## config.mk

```make
export PLATFORM = sky130hd
export DESIGN_NAME = pph_port
export DESIGN_NICKNAME = d
export VERILOG_FILES = /design/src/logic/pph_pkg.sv /design/src/logic/pph_port.sv /design/src/logic/pph_sync.sv
export SDC_FILE = /design/constraint.sdc
export NUM_CORES = 1
export LEC_CHECK = 0
export BUFFER_PORTS_ARGS = -buffer_cell sky130_fd_sc_hd__buf_2
export CAP_MARGIN = 20
export CORE_MARGIN = 2
export CORE_UTILIZATION = 45
export DETAILED_ROUTE_END_ITERATION = 10
export PLACE_DENSITY_LB_ADDON = 0.12
export SLEW_MARGIN = 20
export SYNTH_ARGS = -nofsm -noshare
export SYNTH_HDL_FRONTEND = slang
export SYNTH_HIERARCHICAL = 1
export SYNTH_SLANG_ARGS = --single-unit
```

## constraint.sdc

```tcl
create_clock -name MCLK -period 1.8 [get_ports MCLK]
set_clock_uncertainty 0.2 [all_clocks]
set_input_delay 0.09 -clock MCLK [delete_from_list [all_inputs] [get_ports MCLK]]
set_output_delay 0.09 -clock MCLK [all_outputs]
set_load 0.01 [all_outputs]
```

## src/logic/pph_pkg.sv

```systemverilog
// Constants and types shared by the parallel port handshake block.
package pph_pkg;

  // ----------------------------------------------------------------
  // Port geometry and reset values
  // ----------------------------------------------------------------
  localparam int         PPH_PORT_W    = 8;
  localparam int         PPH_NIB_W     = 4;
  localparam logic [7:0] PPH_BYTE_RST  = 8'h00;
  localparam logic [7:0] PPH_ALL_ON    = 8'hFF;
  localparam logic [7:0] PPH_ALL_OFF   = 8'h00;

  // ----------------------------------------------------------------
  // Port C bit positions of the handshake functions
  // ----------------------------------------------------------------
  localparam int PPH_C_OFULL_A = 7;
  localparam int PPH_C_ACK_A   = 6;
  localparam int PPH_C_IFULL_A = 5;
  localparam int PPH_C_STRB_A  = 4;
  localparam int PPH_C_INT_A   = 3;
  localparam int PPH_C_HSK_B   = 2;
  localparam int PPH_C_FULL_B  = 1;
  localparam int PPH_C_INT_B   = 0;

  // ----------------------------------------------------------------
  // Group modes
  // ----------------------------------------------------------------
  typedef enum logic [1:0]
  {
    PPH_BASIC  = 2'b00,
    PPH_HS_IN  = 2'b01,
    PPH_HS_OUT = 2'b10,
    PPH_BIDIR  = 2'b11
  } pph_mode_t;

endpackage

```

## src/logic/pph_port.sv

```systemverilog
// Three-port parallel I/O block with strobed handshakes on port C.
// Function
// - Twenty-four lines in three byte ports, each line input or output.
// - Basic mode splits port C into two plain nibble ports, no handshakes.
// - Strobed input: C5 full, C4 strobe, C3 int; C2 strobe, C1 full, C0 int.
// - Strobed output: C7 full_n, C6 ack, C3 int; C2 ack, C1 full_n, C0 int.
// - Bidirectional group A uses C7..C3; C2..C0 follow the group B mode.
// - Strobe, acknowledge and output-full lines are active low.
`timescale 1ns/10ps
module pph_port
(
  // Clock and reset
  input  wire logic                 MCLK,
  input  wire logic                 NRST,
  // Control setting
  input  wire pph_pkg::pph_mode_t   CFG_MODE_A,
  input  wire pph_pkg::pph_mode_t   CFG_MODE_B,
  input  wire logic                 CFG_DIR_A,
  input  wire logic                 CFG_DIR_B,
  input  wire logic                 CFG_DIR_CHI,
  input  wire logic                 CFG_DIR_CLO,
  input  wire logic                 CFG_INTE_A,
  input  wire logic                 CFG_INTE_B,
  // Local data side
  input  wire logic                 WR_A,
  input  wire logic [7:0]           WR_DATA_A,
  input  wire logic                 WR_B,
  input  wire logic [7:0]           WR_DATA_B,
  input  wire logic                 WR_C,
  input  wire logic [7:0]           WR_DATA_C,
  input  wire logic                 RD_A,
  input  wire logic                 RD_B,
  output logic      [7:0]           RD_DATA_A,
  output logic      [7:0]           RD_DATA_B,
  output logic      [7:0]           RD_DATA_C,
  // Port lines
  input  wire logic [7:0]           PORT_A_LINES_I,
  output logic      [7:0]           PORT_A_LINES_O,
  output logic      [7:0]           PORT_A_LINES_OE,
  input  wire logic [7:0]           PORT_B_LINES_I,
  output logic      [7:0]           PORT_B_LINES_O,
  output logic      [7:0]           PORT_B_LINES_OE,
  input  wire logic [7:0]           PORT_C_LINES_I,
  output logic      [7:0]           PORT_C_LINES_O,
  output logic      [7:0]           PORT_C_LINES_OE
);

  import pph_pkg::*;

  // ----------------------------------------------------------------
  // Pin synchronisation and edge history
  // ----------------------------------------------------------------
  logic [23:0] pins_s;
  logic [7:0]  a_s;
  logic [7:0]  b_s;
  logic [7:0]  c_s;
  logic [7:0]  c_prev_ff;

  // Port C history starts at the idle high level of the handshake lines,
  // so leaving reset never looks like a strobe or acknowledge edge.
  pph_sync
  #(
    .WIDTH   (3 * PPH_PORT_W),
    .RST_VAL ({PPH_ALL_ON, PPH_BYTE_RST, PPH_BYTE_RST})
  )
  u_sync
  (
    .clk      (MCLK),
    .rst_n    (NRST),
    .async_in ({PORT_C_LINES_I, PORT_B_LINES_I, PORT_A_LINES_I}),
    .sync_out (pins_s)
  );

  assign a_s = pins_s[7:0];
  assign b_s = pins_s[15:8];
  assign c_s = pins_s[23:16];

  always_ff @(posedge MCLK or negedge NRST)
  begin
    if (!NRST)
      c_prev_ff <= PPH_ALL_ON;
    else
      c_prev_ff <= c_s;
  end

  // ----------------------------------------------------------------
  // Handshake events
  // ----------------------------------------------------------------
  logic in_en_a;
  logic out_en_a;
  logic in_en_b;
  logic out_en_b;
  logic strb_fall_a;
  logic strb_rise_a;
  logic ack_fall_a;
  logic ack_rise_a;
  logic strb_fall_b;
  logic strb_rise_b;
  logic ack_fall_b;
  logic ack_rise_b;

  assign in_en_a  = (CFG_MODE_A == PPH_HS_IN) || (CFG_MODE_A == PPH_BIDIR);
  assign out_en_a = (CFG_MODE_A == PPH_HS_OUT) || (CFG_MODE_A == PPH_BIDIR);
  assign in_en_b  = (CFG_MODE_B == PPH_HS_IN);
  assign out_en_b = (CFG_MODE_B == PPH_HS_OUT);

  // Strobe and acknowledge assert low, so a falling level starts them.
  assign strb_fall_a = in_en_a & c_prev_ff[PPH_C_STRB_A]
                     & ~c_s[PPH_C_STRB_A];
  assign strb_rise_a = in_en_a & ~c_prev_ff[PPH_C_STRB_A]
                     & c_s[PPH_C_STRB_A];
  assign ack_fall_a  = out_en_a & c_prev_ff[PPH_C_ACK_A]
                     & ~c_s[PPH_C_ACK_A];
  assign ack_rise_a  = out_en_a & ~c_prev_ff[PPH_C_ACK_A]
                     & c_s[PPH_C_ACK_A];
  assign strb_fall_b = in_en_b & c_prev_ff[PPH_C_HSK_B] & ~c_s[PPH_C_HSK_B];
  assign strb_rise_b = in_en_b & ~c_prev_ff[PPH_C_HSK_B] & c_s[PPH_C_HSK_B];
  assign ack_fall_b = out_en_b & c_prev_ff[PPH_C_HSK_B] & ~c_s[PPH_C_HSK_B];
  assign ack_rise_b = out_en_b & ~c_prev_ff[PPH_C_HSK_B] & c_s[PPH_C_HSK_B];

  // ----------------------------------------------------------------
  // Group A buffers and flags
  // ----------------------------------------------------------------
  logic [7:0] a_in_ff;
  logic [7:0] a_out_ff;
  logic       a_ifull_ff;
  logic       a_ofull_ff;
  logic       a_int_ff;

  // Every flag below lets its setting event win over a same-cycle clear.
  always_ff @(posedge MCLK or negedge NRST)
  begin
    if (!NRST)
    begin
      a_in_ff    <= PPH_BYTE_RST;
      a_out_ff   <= PPH_BYTE_RST;
      a_ifull_ff <= 1'b0;
      a_ofull_ff <= 1'b0;
      a_int_ff   <= 1'b0;
    end
    else
    begin
      if (strb_fall_a)
        a_in_ff <= a_s;
      if (WR_A)
        a_out_ff <= WR_DATA_A;
      a_ifull_ff <= strb_fall_a | (a_ifull_ff & ~RD_A);
      a_ofull_ff <= (WR_A & out_en_a) | (a_ofull_ff & ~ack_fall_a);
      a_int_ff   <= (CFG_INTE_A & (strb_rise_a | ack_rise_a))
                  | (a_int_ff & ~(RD_A & in_en_a) & ~(WR_A & out_en_a));
    end
  end

  // ----------------------------------------------------------------
  // Group B buffers and flags
  // ----------------------------------------------------------------
  logic [7:0] b_in_ff;
  logic [7:0] b_out_ff;
  logic [7:0] c_wr_ff;
  logic       b_full_ff;
  logic       b_int_ff;

  // One full flag serves both directions since group B has no bidirectional mode.
  always_ff @(posedge MCLK or negedge NRST)
  begin
    if (!NRST)
    begin
      b_in_ff   <= PPH_BYTE_RST;
      b_out_ff  <= PPH_BYTE_RST;
      c_wr_ff   <= PPH_BYTE_RST;
      b_full_ff <= 1'b0;
      b_int_ff  <= 1'b0;
    end
    else
    begin
      if (strb_fall_b)
        b_in_ff <= b_s;
      if (WR_B)
        b_out_ff <= WR_DATA_B;
      if (WR_C)
        c_wr_ff <= WR_DATA_C;
      b_full_ff <= strb_fall_b | (WR_B & out_en_b)
                 | (b_full_ff & ~(RD_B & in_en_b) & ~ack_fall_b);
      b_int_ff  <= (CFG_INTE_B & (strb_rise_b | ack_rise_b))
                 | (b_int_ff & ~(RD_B & in_en_b) & ~(WR_B & out_en_b));
    end
  end

  // ----------------------------------------------------------------
  // Pin drive selection
  // ----------------------------------------------------------------
  logic [7:0] nxt_a_oe;
  logic [7:0] nxt_b_oe;
  logic [7:0] nxt_c_o;
  logic [7:0] nxt_c_oe;

  always_comb
  begin
    case (CFG_MODE_A)
      PPH_BASIC:   nxt_a_oe = {8{CFG_DIR_A}};
      PPH_HS_OUT:  nxt_a_oe = PPH_ALL_ON;
      // Bidirectional port A drives only while the peer acknowledges.
      PPH_BIDIR:   nxt_a_oe = {8{~c_s[PPH_C_ACK_A]}};
      default:     nxt_a_oe = PPH_ALL_OFF;
    endcase
    case (CFG_MODE_B)
      PPH_HS_IN:   nxt_b_oe = PPH_ALL_OFF;
      PPH_HS_OUT:  nxt_b_oe = PPH_ALL_ON;
      default:     nxt_b_oe = {8{CFG_DIR_B}};
    endcase
  end

  always_comb
  begin
    nxt_c_o  = c_wr_ff;
    nxt_c_oe = {{PPH_NIB_W{CFG_DIR_CHI}}, {PPH_NIB_W{CFG_DIR_CLO}}};
    case (CFG_MODE_A)
      PPH_HS_IN:
      begin
        nxt_c_o[PPH_C_IFULL_A]  = a_ifull_ff;
        nxt_c_oe[PPH_C_IFULL_A] = 1'b1;
        nxt_c_oe[PPH_C_STRB_A]  = 1'b0;
        nxt_c_o[PPH_C_INT_A]    = a_int_ff;
        nxt_c_oe[PPH_C_INT_A]   = 1'b1;
      end
      PPH_HS_OUT:
      begin
        nxt_c_o[PPH_C_OFULL_A]  = ~a_ofull_ff;
        nxt_c_oe[PPH_C_OFULL_A] = 1'b1;
        nxt_c_oe[PPH_C_ACK_A]   = 1'b0;
        nxt_c_o[PPH_C_INT_A]    = a_int_ff;
        nxt_c_oe[PPH_C_INT_A]   = 1'b1;
      end
      PPH_BIDIR:
      begin
        nxt_c_o[PPH_C_OFULL_A]  = ~a_ofull_ff;
        nxt_c_oe[PPH_C_OFULL_A] = 1'b1;
        nxt_c_oe[PPH_C_ACK_A]   = 1'b0;
        nxt_c_o[PPH_C_IFULL_A]  = a_ifull_ff;
        nxt_c_oe[PPH_C_IFULL_A] = 1'b1;
        nxt_c_oe[PPH_C_STRB_A]  = 1'b0;
        nxt_c_o[PPH_C_INT_A]    = a_int_ff;
        nxt_c_oe[PPH_C_INT_A]   = 1'b1;
      end
      default:
      begin
        nxt_c_o[PPH_C_INT_A] = c_wr_ff[PPH_C_INT_A];
      end
    endcase
    case (CFG_MODE_B)
      PPH_HS_IN:
      begin
        nxt_c_oe[PPH_C_HSK_B]  = 1'b0;
        nxt_c_o[PPH_C_FULL_B]  = b_full_ff;
        nxt_c_oe[PPH_C_FULL_B] = 1'b1;
        nxt_c_o[PPH_C_INT_B]   = b_int_ff;
        nxt_c_oe[PPH_C_INT_B]  = 1'b1;
      end
      PPH_HS_OUT:
      begin
        nxt_c_oe[PPH_C_HSK_B]  = 1'b0;
        nxt_c_o[PPH_C_FULL_B]  = ~b_full_ff;
        nxt_c_oe[PPH_C_FULL_B] = 1'b1;
        nxt_c_o[PPH_C_INT_B]   = b_int_ff;
        nxt_c_oe[PPH_C_INT_B]  = 1'b1;
      end
      default:
      begin
        nxt_c_o[PPH_C_INT_B] = c_wr_ff[PPH_C_INT_B];
      end
    endcase
  end

  // ----------------------------------------------------------------
  // Registered outputs
  // ----------------------------------------------------------------
  always_ff @(posedge MCLK or negedge NRST)
  begin
    if (!NRST)
    begin
      PORT_A_LINES_O  <= PPH_BYTE_RST;
      PORT_A_LINES_OE <= PPH_ALL_OFF;
      PORT_B_LINES_O  <= PPH_BYTE_RST;
      PORT_B_LINES_OE <= PPH_ALL_OFF;
      PORT_C_LINES_O  <= PPH_BYTE_RST;
      PORT_C_LINES_OE <= PPH_ALL_OFF;
      RD_DATA_A       <= PPH_BYTE_RST;
      RD_DATA_B       <= PPH_BYTE_RST;
      RD_DATA_C       <= PPH_BYTE_RST;
    end
    else
    begin
      PORT_A_LINES_O  <= a_out_ff;
      PORT_A_LINES_OE <= nxt_a_oe;
      PORT_B_LINES_O  <= b_out_ff;
      PORT_B_LINES_OE <= nxt_b_oe;
      PORT_C_LINES_O  <= nxt_c_o;
      PORT_C_LINES_OE <= nxt_c_oe;
      RD_DATA_A       <= in_en_a ? a_in_ff : a_s;
      RD_DATA_B       <= in_en_b ? b_in_ff : b_s;
      RD_DATA_C       <= c_s;
    end
  end
endmodule

```

## src/logic/pph_sync.sv

```systemverilog
// Two-stage synchroniser for a bus of independent pin levels.
`timescale 1ns/10ps
module pph_sync
#(
  parameter int               WIDTH   = 8,
  parameter logic [WIDTH-1:0] RST_VAL = '0
)
(
  // Clock and reset
  input  wire logic             clk,
  input  wire logic             rst_n,
  // Levels
  input  wire logic [WIDTH-1:0] async_in,
  output logic      [WIDTH-1:0] sync_out
);

  logic [WIDTH-1:0] meta_ff;

  // Elaboration stops on a width the logic cannot serve.
  if (WIDTH < 1)
  begin : g_width_check
    $error("pph_sync: WIDTH must be at least one.");
  end

  // The first stage feeds only the second stage.
  always_ff @(posedge clk or negedge rst_n)
  begin
    if (!rst_n)
    begin
      meta_ff  <= RST_VAL;
      sync_out <= RST_VAL;
    end
    else
    begin
      meta_ff  <= async_in;
      sync_out <= meta_ff;
    end
  end

endmodule

```

==> impl_metrics.ini <==
[synth]
yosys_warnings = 6
synth_cell_types = 28
yosysTopAreaCell = dfrtp_1
synth_top_area_share_pct = 67.3
ys_seq_area_share_pct = 77.4
synth_nets = 347
ys_ff_latch = 153
yosys-top-cells-area = dfrtp_1 (67%), mux2_2 (13%), dfstp_2 (10%)
avgSynthCellArea_um2 = 17.8
syn_area_um2 = 4980
synth_cells = 280

[global_route]
gr-usage-all-layers_pct = 17.7
grt_pass1_vias = 3250
antenna_found_initial = 0
grt_pass1_wl_mm = 15.5
grt_max_degree = 44
globalRoute.totalOverflow = 0

[final_layout]
nNetsFinal = 599
antennaDiodeCount = 0
area_growth_pct = 50.0
nFillCells = 743
drive_gt1_share_pct = 47.5

[worst_hold_path]
hold_class = in -> reg

[worst_setup_path]
cpPeakStageDelay_ps = 550
cp_slowest_cell = dfstp_2
required_ps = 2050
path_cells = nand2_1 -> o22ai_1 -> a22o_1 -> dlygate4sd3_1
crit_type = reg -> reg
startpoint_type = register
cp_max_fo = 4
critPathArrivalTime_ps = 1980
cp-end-kind = register

[clock_tree]
cts.sinks = 153
tritoncts = built
cts-root-buf = clkbuf_8
insertion_delay_ps = 520
path_clk_slew_ps = 60
cts_buffers = 17
h-tree-depth = 4
clock_path_buffers = 2

[place]
hpwl_mm = 5.49
gp_congestion = 0.686
portBuffers = 136

[detailed_routing]
vias = 3050
wl_per_cell_um = 14.1
wl_mm = 9.63
via_per_inst = 4.45
drt_iter0_drc = 76
drtPass1Iterations = 4
drc = 0
ant_nets = 0

[sta]
slew_headroom_pct = 59.7
grt_setup_unrepaired = false
tightest_slew_ps = 604
fin_tns_setup_ps = 0
setup_viol = 0
min_period_ps = 1730
fin_crit_sh_pct = 96.1
fmax_mhz = 578
drv_slew = 0
finalHoldViolCount = 0
hold_slack_ps = 18.7

[die]
start_util_pct = 45.9
dieHeight_um = 109
ioPinCount = 137
coreArea_um2 = 10800
die_area_um2 = 11900
floorplan.die.width_um = 109
rows = 38

[power]
p_sw_mw = 1.77
power_leakage_nw = 3.54
p_int_mw = 6.57
p_sw_share_pct = 21.2
p_comb_share_pct = 11.1
ir_drop_v = 0.000849
power_density_nw_per_um2 = 1120
pwr-share-seq_pct = 46.8
clkPwrFrac_pct = 42.1

[status]
status = complete, no violations

[job]
drv_cap = 0
-- worst max-delay path, delay by kind of cell (launching register included) --
kind,cells,cell delay (ps)
flops,1,550
compound gates,2,310
simple gates,1,50
buf+inv,1,550
-- power by group through the flow --
stage / clock [mW] / sequential [mW] / combinational, mW
2_1_floorplan: 0 / 4.01 / 0.323
3_3_place_gp: 0 / 3.96 / 0.683
3_5_place_dp: 0 / 3.97 / 0.695
4_1_cts: 3.59 / 3.91 / 0.918
5_1_grt: 3.77 / 3.95 / 1.02
6_report: 3.51 / 3.91 / 0.925
-- sequential cells by signal, indices dropped and copies added (netlist names), 3 cells and up --
signal / flops
u_sync/meta_ff: 24
c_wr_ff: 8
RD_DATA_B: 8
RD_DATA_C: 8
b_in_ff: 8
RD_DATA_A: 8
a_out_ff: 8
PORT_A_LINES_O: 8
PORT_B_LINES_O: 8
u_sync/sync_out: 24
c_prev_ff: 3
PORT_C_LINES_OE: 7
PORT_C_LINES_O: 8
a_in_ff: 8
b_out_ff: 8
-- layout make-up --
type / instances / area [µm²] / share of cell area (%)
Sequential cell: 153 / 3850 / 51.6
Timing Repair Buffer: 255 / 1880 / 25.2
Clock inverter: 9 / 120 / 1.61
Multi-Input combinational cell: 99 / 942 / 12.6
Tap cell: 140 / 175 / 2.35
Clock buffer: 23 / 477 / 6.38
Inverter: 6 / 22.5 / 0.302
-- cell usage after synthesis, drive strengths merged --
master and n:
dfstp 19, ha 2, o22ai 2, nand2b 1
mux2 59, a22oi 1, dfrtp 134, inv 6
mux2i 2, nand2 7, nor2 3, and3b 1
a21oi 2, or2 3, and2 1, buf 22
a22o 2, or3 1, a211o 1, nand3 1
nor2b 4, nand3b 2, o21ai 4
-- metal layers --
metal  part of all wire, %  global-route usage (%)  vias to the layer above
met5                     0                       0                        -
met2                    50                    28.9                      100
li1                      -                       -                     1429
met4                   2.2                    9.04                        0
met1                    41                    20.6                     1503
met3                   7.0                    6.34                       18
-- metrics by stage --
stage                     util (%)  setup WS (ps)  total power [mW]  area, µm²  cells
after floorplan                  -            450              4.33       4980    280
after global placement        53.0            183              4.64       5740    539
after detailed placement      53.0            160              4.67       5740    539
after CTS                     68.6           59.8              8.42       7440    681
after global routing          68.9           2.79              8.74       7470    685
final                         68.9           69.8              8.34       7470    685
-- path summary, 6_finish.rpt --
check	start	to	slack, ps	cells past startpoint
setup / recovery	u_sync/sync_out[22]	a_int_ff	70	4
min in group asynchronous	NRST	RD_DATA_B[2]	380	3
hold / removal	PORT_B_LINES_I[4]	u_sync/meta_ff[12]	20	2
max in group asynchronous	NRST	c_prev_ff[4]	360	4
hold reg to reg	u_sync/meta_ff[5]	u_sync/sync_out[5]	150	0
setup reg to reg	u_sync/sync_out[22]	a_int_ff	70	4
-- repair_timing --
action | 4_1_cts | 5_1_grt
setup buffers | 0 | 4
hold endpoints to repair | 228 | 1
endpoints found under the setup margin | 0 | 3
hold buffers | 110 | 1
gates resized for setup | 0 | 0
-- logic make-up after synthesis --
family	Yosys count	share of synthesized area (%)
multiplexers	61	13.7
buffers and inverters	28	3.72
adder cells (fa/ha/maj)	2	0.502
AND/OR/NAND/NOR	24	3.14
flip-flops	153	77.4
AO/OA/AOI/OAI	12	1.53
-- cells in the final DEF, fill, tap and decap left out, drive strengths merged, types with 6 or more instances in the layout --
cell type and n:
dfrtp 134, nand2 7, buf 145, clkinv 6
dfstp 19, inv 6, mux2 59, dlygate4sd3 110
clkbuf 23
Power figures use the tool's default switching activity.
